File: src/dah_defines.svh
`ifndef DAH_DEFINES_SVH
`define DAH_DEFINES_SVH

// data path width and reset values
`define DAH_DATA_W 8
`define DAH_ADDR_W 8
`define DAH_ACC_RST 8'h00
`define DAH_MEM_RST 8'h00
`define DAH_DEC_STEP 8'h01

// watchdog timing: prescale in system clock cycles, limit in prescaler ticks
`define DAH_WDT_PRESCALE 256
`define DAH_WDT_PRE_W 8
`define DAH_WDT_CNT_W 8
`define DAH_WDT_LIMIT 8'hff

`endif

File: src/dah_pkg.sv
package dah_pkg;

	typedef enum logic [1:0] {
		DAH_OP_NOP = 2'b00,
		DAH_OP_DECREMENT_TO_ACC_INSTR = 2'b01,
		DAH_OP_HALT = 2'b10,
		DAH_OP_OTHER = 2'b11
	} dah_op_t;

	// gray along run -> entering -> halted
	typedef enum logic [1:0] {
		DAH_ST_RUN = 2'b00,
		DAH_ST_ENTER = 2'b01,
		DAH_ST_HALTED = 2'b11
	} dah_state_t;

endpackage : dah_pkg

File: src/dah_core.sv
`timescale 1ns/10ps
`default_nettype none
`include "dah_defines.svh"

// Summary of operation
// - decrement instruction loads accumulator with addressed memory byte minus one.
// - decrement instruction never writes memory; only accumulator and zero flag change.
// - halt instruction stops instruction acceptance and switches the system clock off.
// - memory, accumulator, zero and carry flags keep their contents while entering and during halt.
// - halt instruction clears the watchdog counter and its prescaler.
// - halt sets power-down flag, clears watchdog time-out flag unless a time-out comes in the same cycle, touches no other flag.
module dah_core
	import dah_pkg::*;
#(
	parameter int DATA_W = `DAH_DATA_W,
	parameter int ADDR_W = `DAH_ADDR_W
) (
	input wire logic clock,
	input wire logic rst,
	input wire logic instr_valid,
	input wire dah_op_t instr_op,
	input wire logic [ADDR_W-1:0] instr_addr,
	input wire logic wb_acc_en,
	input wire logic [DATA_W-1:0] wb_acc_data,
	input wire logic wb_mem_en,
	input wire logic [DATA_W-1:0] wb_mem_data,
	input wire logic wb_flag_en,
	input wire logic wb_zero,
	input wire logic wb_carry,
	input wire logic wake,
	input wire logic [ADDR_W-1:0] peek_addr,
	output logic instr_ready,
	output logic sys_clk_en,
	output logic [DATA_W-1:0] accumulator_reg,
	output logic zero_flag,
	output logic carry_flag,
	output logic powerdown_status_flag,
	output logic watchdog_timeout_flag,
	output logic [`DAH_WDT_CNT_W-1:0] watchdog_counter,
	output logic [`DAH_WDT_PRE_W-1:0] watchdog_prescaler,
	output logic [DATA_W-1:0] peek_data
);

	localparam int DEPTH = 1 << ADDR_W;

	logic [DATA_W-1:0] mem_reg [DEPTH];
	dah_state_t state_reg;
	dah_state_t state_next;
	logic ready_reg;
	logic ready_next;
	logic clk_en_reg;
	logic clk_en_next;
	logic [DATA_W-1:0] acc_reg;
	logic [DATA_W-1:0] acc_next;
	logic zero_reg;
	logic zero_next;
	logic carry_reg;
	logic carry_next;
	logic pdf_reg;
	logic pdf_next;
	logic to_reg;
	logic to_next;
	logic [DATA_W-1:0] peek_reg;
	logic [DATA_W-1:0] peek_next;
	logic mem_we;
	logic [DATA_W-1:0] dec_result;
	logic take;
	logic wdt_clear;
	logic wdt_timeout;
	logic [`DAH_WDT_CNT_W-1:0] wdt_count;
	logic [`DAH_WDT_PRE_W-1:0] wdt_pre;
	logic [`DAH_WDT_CNT_W-1:0] wdt_count_reg;
	logic [`DAH_WDT_PRE_W-1:0] wdt_pre_reg;

	assign take = instr_valid && ready_reg;
	assign dec_result = mem_reg[instr_addr] - DATA_W'(`DAH_DEC_STEP);

	dah_wdt #(
		.PRESCALE(`DAH_WDT_PRESCALE),
		.PRE_W(`DAH_WDT_PRE_W),
		.CNT_W(`DAH_WDT_CNT_W),
		.LIMIT(`DAH_WDT_LIMIT)
	) u_wdt (
		.clock(clock),
		.rst(rst),
		.clear(wdt_clear),
		.count(wdt_count),
		.prescale(wdt_pre),
		.timeout(wdt_timeout)
	);

	// control state
	always_comb begin
		state_next = state_reg;
		ready_next = ready_reg;
		clk_en_next = clk_en_reg;
		wdt_clear = 1'b0;
		unique case (state_reg)
			DAH_ST_RUN: begin
				if (take && instr_op == DAH_OP_HALT) begin
					state_next = DAH_ST_ENTER;
					ready_next = 1'b0;
					clk_en_next = 1'b0;
					wdt_clear = 1'b1;
				end
			end
			DAH_ST_ENTER: begin
				state_next = DAH_ST_HALTED;
			end
			DAH_ST_HALTED: begin
				// watchdog keeps running so its time-out can end the halt
				if (wake || wdt_timeout) begin
					state_next = DAH_ST_RUN;
					ready_next = 1'b1;
					clk_en_next = 1'b1;
				end
			end
			default: begin
				state_next = DAH_ST_RUN;
				ready_next = 1'b1;
				clk_en_next = 1'b1;
			end
		endcase
	end

	always_ff @(posedge clock or posedge rst) begin
		if (rst) begin
			state_reg <= DAH_ST_RUN;
			ready_reg <= 1'b1;
			clk_en_reg <= 1'b1;
		end else begin
			state_reg <= state_next;
			ready_reg <= ready_next;
			clk_en_reg <= clk_en_next;
		end
	end

	// accumulator and flags
	always_comb begin
		acc_next = acc_reg;
		zero_next = zero_reg;
		carry_next = carry_reg;
		pdf_next = pdf_reg;
		to_next = to_reg;
		if (take) begin
			unique case (instr_op)
				DAH_OP_DECREMENT_TO_ACC_INSTR: begin
					acc_next = dec_result;
					zero_next = (dec_result == '0);
				end
				DAH_OP_HALT: begin
					pdf_next = 1'b1;
					to_next = 1'b0;
				end
				DAH_OP_OTHER: begin
					if (wb_acc_en) begin
						acc_next = wb_acc_data;
					end
					if (wb_flag_en) begin
						zero_next = wb_zero;
						carry_next = wb_carry;
					end
				end
				DAH_OP_NOP: begin
				end
			endcase
		end
		// a time-out in the same cycle as the halt clear is kept
		if (wdt_timeout) begin
			to_next = 1'b1;
		end
	end

	// accumulator, zero and carry values hold across halt
	always_ff @(posedge clock or posedge rst) begin
		if (rst) begin
			acc_reg <= `DAH_ACC_RST;
			zero_reg <= 1'b0;
			carry_reg <= 1'b0;
			pdf_reg <= 1'b0;
			to_reg <= 1'b0;
		end else begin
			acc_reg <= acc_next;
			zero_reg <= zero_next;
			carry_reg <= carry_next;
			pdf_reg <= pdf_next;
			to_reg <= to_next;
		end
	end

	// data memory: only the general write-back path may store
	always_comb begin
		mem_we = take && instr_op == DAH_OP_OTHER && wb_mem_en;
		peek_next = mem_reg[peek_addr];
	end

	// memory has no reset: contents survive halt untouched
	always_ff @(posedge clock) begin
		if (mem_we) begin
			mem_reg[instr_addr] <= wb_mem_data;
		end
	end

	always_ff @(posedge clock or posedge rst) begin
		if (rst) begin
			peek_reg <= `DAH_MEM_RST;
			wdt_count_reg <= '0;
			wdt_pre_reg <= '0;
		end else begin
			peek_reg <= peek_next;
			wdt_count_reg <= wdt_count;
			wdt_pre_reg <= wdt_pre;
		end
	end

	assign instr_ready = ready_reg;
	assign sys_clk_en = clk_en_reg;
	assign accumulator_reg = acc_reg;
	assign zero_flag = zero_reg;
	assign carry_flag = carry_reg;
	assign powerdown_status_flag = pdf_reg;
	assign watchdog_timeout_flag = to_reg;
	assign watchdog_counter = wdt_count_reg;
	assign watchdog_prescaler = wdt_pre_reg;
	assign peek_data = peek_reg;

endmodule : dah_core

`default_nettype wire

File: src/dah_wdt.sv
`timescale 1ns/10ps
`default_nettype none
`include "dah_defines.svh"

module dah_wdt #(
	parameter int PRESCALE = `DAH_WDT_PRESCALE,
	parameter int PRE_W = `DAH_WDT_PRE_W,
	parameter int CNT_W = `DAH_WDT_CNT_W,
	parameter logic [`DAH_WDT_CNT_W-1:0] LIMIT = `DAH_WDT_LIMIT
) (
	input wire logic clock,
	input wire logic rst,
	input wire logic clear,
	output logic [CNT_W-1:0] count,
	output logic [PRE_W-1:0] prescale,
	output logic timeout
);

	logic [PRE_W-1:0] pre_reg;
	logic [PRE_W-1:0] pre_next;
	logic [CNT_W-1:0] cnt_reg;
	logic [CNT_W-1:0] cnt_next;
	logic tick;
	logic timeout_reg;
	logic timeout_next;

	always_comb begin
		tick = (pre_reg == PRE_W'(PRESCALE - 1));
		pre_next = tick ? '0 : pre_reg + 1'b1;
		cnt_next = cnt_reg;
		timeout_next = 1'b0;
		if (tick) begin
			if (cnt_reg == LIMIT) begin
				cnt_next = '0;
				timeout_next = 1'b1;
			end else begin
				cnt_next = cnt_reg + 1'b1;
			end
		end
		// clearing both stages restarts the full timeout period
		if (clear) begin
			pre_next = '0;
			cnt_next = '0;
			timeout_next = 1'b0;
		end
	end

	always_ff @(posedge clock or posedge rst) begin
		if (rst) begin
			pre_reg <= '0;
			cnt_reg <= '0;
			timeout_reg <= 1'b0;
		end else begin
			pre_reg <= pre_next;
			cnt_reg <= cnt_next;
			timeout_reg <= timeout_next;
		end
	end

	assign count = cnt_reg;
	assign prescale = pre_reg;
	assign timeout = timeout_reg;

endmodule : dah_wdt

`default_nettype wire

File: config.mk
export PLATFORM = sky130hd
export DESIGN_NAME = dah_core
export DESIGN_NICKNAME = d
export VERILOG_FILES = /design/src/dah_pkg.sv /design/src/dah_core.sv /design/src/dah_wdt.sv
export VERILOG_INCLUDE_DIRS = /design/src
export SDC_FILE = /design/constraint.sdc
export NUM_CORES = 2
export LEC_CHECK = 0
export ABC_CLOCK_PERIOD_IN_PS = 8600
export BUFFER_PORTS_ARGS = -buffer_cell sky130_fd_sc_hd__buf_2
export CELL_PAD_IN_SITES_DETAIL_PLACEMENT = 0
export CELL_PAD_IN_SITES_GLOBAL_PLACEMENT = 1
export CORE_MARGIN = 3
export CORE_UTILIZATION = 55
export CTS_CLUSTER_DIAMETER = 200
export DETAILED_ROUTE_END_ITERATION = 8
export PLACE_DENSITY_LB_ADDON = 0.1
export SYNTH_ARGS = -nofsm -noshare
export SYNTH_HDL_FRONTEND = slang
export SYNTH_SLANG_ARGS = --single-unit
export TNS_END_PERCENT = 1
File: constraint.sdc
create_clock -name clock -period 8.6 [get_ports clock]
set_input_delay 0.86 -clock clock [delete_from_list [all_inputs] [get_ports clock]]
set_output_delay 0.86 -clock clock [all_outputs]
set_load 0.02 [all_outputs]
== After elaboration in Yosys (flattened, before gate mapping) ==
Memories as Yosys holds them, arrays and structs flattened. A register that Yosys moved wholly into a read port is not among the register bits.
Index checks and enable logic that the tools add are counted.
Storage, ports and cells
  bits in writable memories: 2048
  output and inout bits: 38
  bits of input ports: 43
  bits in registers: 48
  memories: 1
  logic and storage cells: 71
Operators by class
  muxes and demuxes: 25
  bitwise gates (word level): 1
  equality and inequality tests: 11
  $add $sub $neg: 3
  reduce and logical (&&, ||, !) cells: 18
Memory list
  mem_reg: depth 256, width 8, rd ports 2, clocked after memory_dff 1, wr ports 1, RTL line dah_core.sv:46  | logic [DATA_W-1:0] mem_reg [DEPTH];
Operator list (count)
  $mux W8: 6
  $add A8 B1 Y8 const B: 2
  $eq A8 B8 Y1 const B: 2
  $pmux W8 S2: 1
  $mux W1: 13
  $reduce_and A3 Y1: 4
  $logic_not A8 Y1: 1
  $ne A2 B2 Y1 const B: 4
  $reduce_bool A2 Y1: 4
  $sub A8 B1 Y8 const B: 1
  $eq A2 B2 Y1 const B: 3
  $pmux W2 S3: 1
  $reduce_and A2 Y1: 3
  $eq A2 B1 Y1 const B: 2
  $logic_and A1 B1 Y1: 4
  $mux W2: 2
  $pmux W1 S3: 1
  $logic_not A2 Y1: 1
  $pmux W1 S2: 1
  $logic_or A1 B1 Y1: 1
  $not A1 Y1: 1

== Logic depth before layout (Yosys ltp) ==
  word-level depth: 5
  mapped depth: 17
  gate-level depth less buffers: 12

== By module ==
Synthesis repeated with hierarchy kept, for this count alone.
Unflattened totals
  cell total of the unflattened synthesis: 4675
  area total of the unflattened synthesis: 97579.8 um^2
By module, submodules not included
  dah_core: instances 1, cells an instance 4586, area an instance 96734.0 um^2, sequential area each 62476.2 um^2
  dah_wdt: instances 1, cells an instance 89, area an instance 845.8 um^2, sequential area each 425.4 um^2

== Least setup slack after synthesis ==
Ideal clock, no wire load.
  path kind: input port to flip-flop
  start: input instr_addr[1]
  end: register zero_reg, in the netlist zero_flag
  cell stages on the path: 14
  arrival time: 4.092 ns
  path slack: 4.404 ns
  path through: buf_2 > buf_4 > buf_2 > clkbuf_1 > mux4_2 > a22oi_1 > a21oi_1 > o41ai_1 > o311ai_1 > a21oi_4 > nand2_2 > o31a_1 > or2_1 > o41ai_2
On the way
  word-level cells in the longest chain between the ends: 4
RTL lines
  start: declaration: RTL line dah_core.sv:22  | input wire logic [ADDR_W-1:0] instr_addr,
  $mem_v2 Z256 W8
  $sub A8 B1 Y8: RTL line dah_core.sv:76  | assign dec_result = mem_reg[instr_addr] - DATA_W'(`DAH_DEC_STEP);
  $logic_not A8 Y1: RTL line dah_core.sv:149  | zero_next = (dec_result == '0);
  $pmux W1 S2: RTL line dah_core.sv:146  | unique case (instr_op)
  end signal: assignment: RTL line dah_core.sv:184  | zero_reg <= zero_next;
  end: declaration: RTL line dah_core.sv:55  | logic zero_reg;
No other way between the ends.
A chain may end at the register's enable or synchronous reset.

== Final worst setup path ==
  start: input instr_addr[0]
  end: register zero_reg, in the netlist zero_flag
The elaborated chain is that of the path after synthesis.

==> results.ini <==
[timing]
rsz0062_at_grt=false
worst_slew_pin_slew_ns=1.47
post-route-min-period_ns=5.31
hold_violations=0
slew_headroom_pct=1.93
period_share_pct=61.7
fin_skew_ns=0.0407
fmax_mhz=188
setup_viol=0
finalMaxSlewViolations=0
setup_tns_ns=0

[clock_tree]
cts_root_buf=clkbuf_16
hold_buffers=0
post_cts_resized=0
cts_tree=yes
numCtsBuffers=215
clk_pin_slew_ns=0.06
cts_buffer_depth=3
clk_latency_ns=0.87
postCtsSetupRepairBufs=0
h-tree-depth=4
cts.sinks=2104

[layout]
fin_nets=4766
area_delta_synth_final_pct=10.5
fin_util_pct=61.5
final_cell_count_no_fill=7245
largest_reg_flops=2048
drive_above_1_share_pct=35.4
layout_common_cells=edfxtp_1 (2048), mux4_2 (1173), nor2_1 (289)
final_common_cell=edfxtp_1

[floorplanning]
core_um2=175000
ios=81
dieArea_um2=182000
die-width_um=427
fp.dieH_um=427
rows=153
start_util_pct=55.7

[power_and_ir_drop]
vdd_drop_max_uv=218
p_total_mw=22.7
power.leakage_nw=33.4
p_per_area_nw_per_um2=211

[setup_path]
crit_required_ns=9.35
path_buf_inv=2
worst_path_max_delay_cell=o21ai_0
cp_max_fo=57
arrival_ns=6.05
critPathMaxStageDelay_ns=0.83
cpLargestDelayFamily=compound AO/OA/AOI/OAI gates
critical_path.endpoint_type=flip-flop
critPathKind=in -> reg
crit_path_start_kind=input pin
path_cells=buf_8 -> buf_12 -> mux4_2 -> a22o_1 -> a221oi_1 -> o22ai_1 -> o21ai_0 -> and4_1 -> nand2_2 -> o31a_1 -> or2_1 -> o41ai_2

[run]
max-cap-violations=0

[grt]
grt_pass1_vias=53347
antenna_found_initial=30
grt.overflow.total=0
grt_pass1_wl_um=434000
grt_usage_pct=34.8
grt_max_degree=165

[drt]
routedWlPerCell_um=43.1
vias=54634
drtIter0Drc=8660
ant_nets=0
viasPerCell=7.54
drc=0
routed_wirelength_um=312000
firstDrtPassIters=6

[run_status]
status=completed

[yosys]
syn_inst=4668
ys.flop_type=edfxtp_1
synth-async-reset-ratio_pct=2.66
ys_warn_count=0
synth_edf_count=2048
synth-seq-area-share_pct=64.6
syn_nets=4715
synth_cell_types=67
syn_area_um2=97400
yosys_register_bits=2104
synth_area_per_cell_um2=20.9

[place]
portBuffers=80
place_hpwl_um=203000
dp_cells=6827
place.gp.congestion=0.941

[worst_hold_path]
worstHoldPathType=in -> reg

==> power breakdown <==
part	switching, mW	internal, mW
registers	0.0223	11.3
logic	1.19	0.715
clock network	4.00	5.54
total	5.21	17.5
==> routing by layer <==
layer	vias up	part of all wire [%]	track usage (%)
met2	3789	46	51.2
li1	20583	-	-
met3	694	12	9.23
met1	29552	37	49.7
met5	-	0.037	0
met4	16	5.3	15.7
==> metrics by stage <==
step                worst slack, ns  cell area (µm²)  hold slack [ns]
floorplan                      4.40            97400            0.378
global placement               2.58           101000            0.407
detailed placement             2.57           101000            0.412
CTS                            3.47           108000            0.177
global route                   3.13           108000            0.202
finish                         3.29           108000            0.225
==> worst paths after layout <==
kind                                                  from                              end  slack, ns  depth (start not counted)
worst min register to register  u_wdt.count[7]$_DFFE_PP0P_    watchdog_counter[7]$_DFF_PP0_       0.42                          0
worst min-delay path                              wb_carry           carry_flag$_DFFE_PP0P_       0.22                          2
max in group asynchronous                              rst  watchdog_prescaler[3]$_DFF_PP0_       7.80                          3
worst max register to register      sys_clk_en$_DFFE_PP1P_        mem_reg[250][7]$_DFFE_PP_       3.65                          5
min in group asynchronous                              rst   accumulator_reg[1]$_DFFE_PP0P_       0.23                          3
worst max-delay path                         instr_addr[0]            zero_flag$_DFFE_PP0P_       3.29                         12
==> cell usage after synthesis, types with 5 or more instances <==
library cell  instances  area (µm²)
nor2b_1              11        68.8
mux4_2             1173       26400
nand2_1              92         345
nor2_1              290        1090
o22ai_1              14        87.6
a32oi_1               9        78.8
o21ai_0              35         175
nor4_1                6        37.5
nand3_1              38         190
a21oi_1              43         215
a221oi_1             42         368
buf_2                82         410
clkbuf_1            187         702
a2111oi_0             5        43.8
nor3_1               21         105
a31oi_1               8        50.1
edfxtp_1           2048       61500
a22o_1               22         193
o211ai_1              5        37.5
and2_1                6        37.5
dfrtp_1              55        1380
and3_1                6        37.5
buf_4                20         150
a22oi_1              97         728
nand2b_1              9        56.3
buf_6                17         191
buf_1                70         263
xor2_1                9        78.8
o41ai_2               5        81.3
inv_1                 6        22.5
mux2i_1             161        1610
nand4_1              11        68.8
==> worst register-to-register path: stages (launching register included) <==
cell and delay, ns:
dfstp_2 0.62, and3_1 0.45, nand3_1 0.53, nor2_1 1.17, nand2_1 0.69, nor2_1 1.10
==> layout make-up <==
class	count	area, µm²
Clock buffer	285	5840
Clock inverter	118	1280
Multi-Input combinational cell	2178	32800
Fill cell	12165	67300
Antenna cell	15	37.5
Sequential cell	2104	62900
Inverter	10	42.5
Timing Repair Buffer	210	1810
Tap cell	2325	2910
==> cell families after synthesis <==
family / synth area share [%]
muxes: 28.8
and+or+nand+nor: 2.24
adders and majority gates: 0.0514
DFF: 64.6
AOI/OAI and AO/OA: 2.39
buffers and inverters: 1.80
xor gates and xnor gates: 0.117
Note: power is estimated with default switching activity, not from simulation.
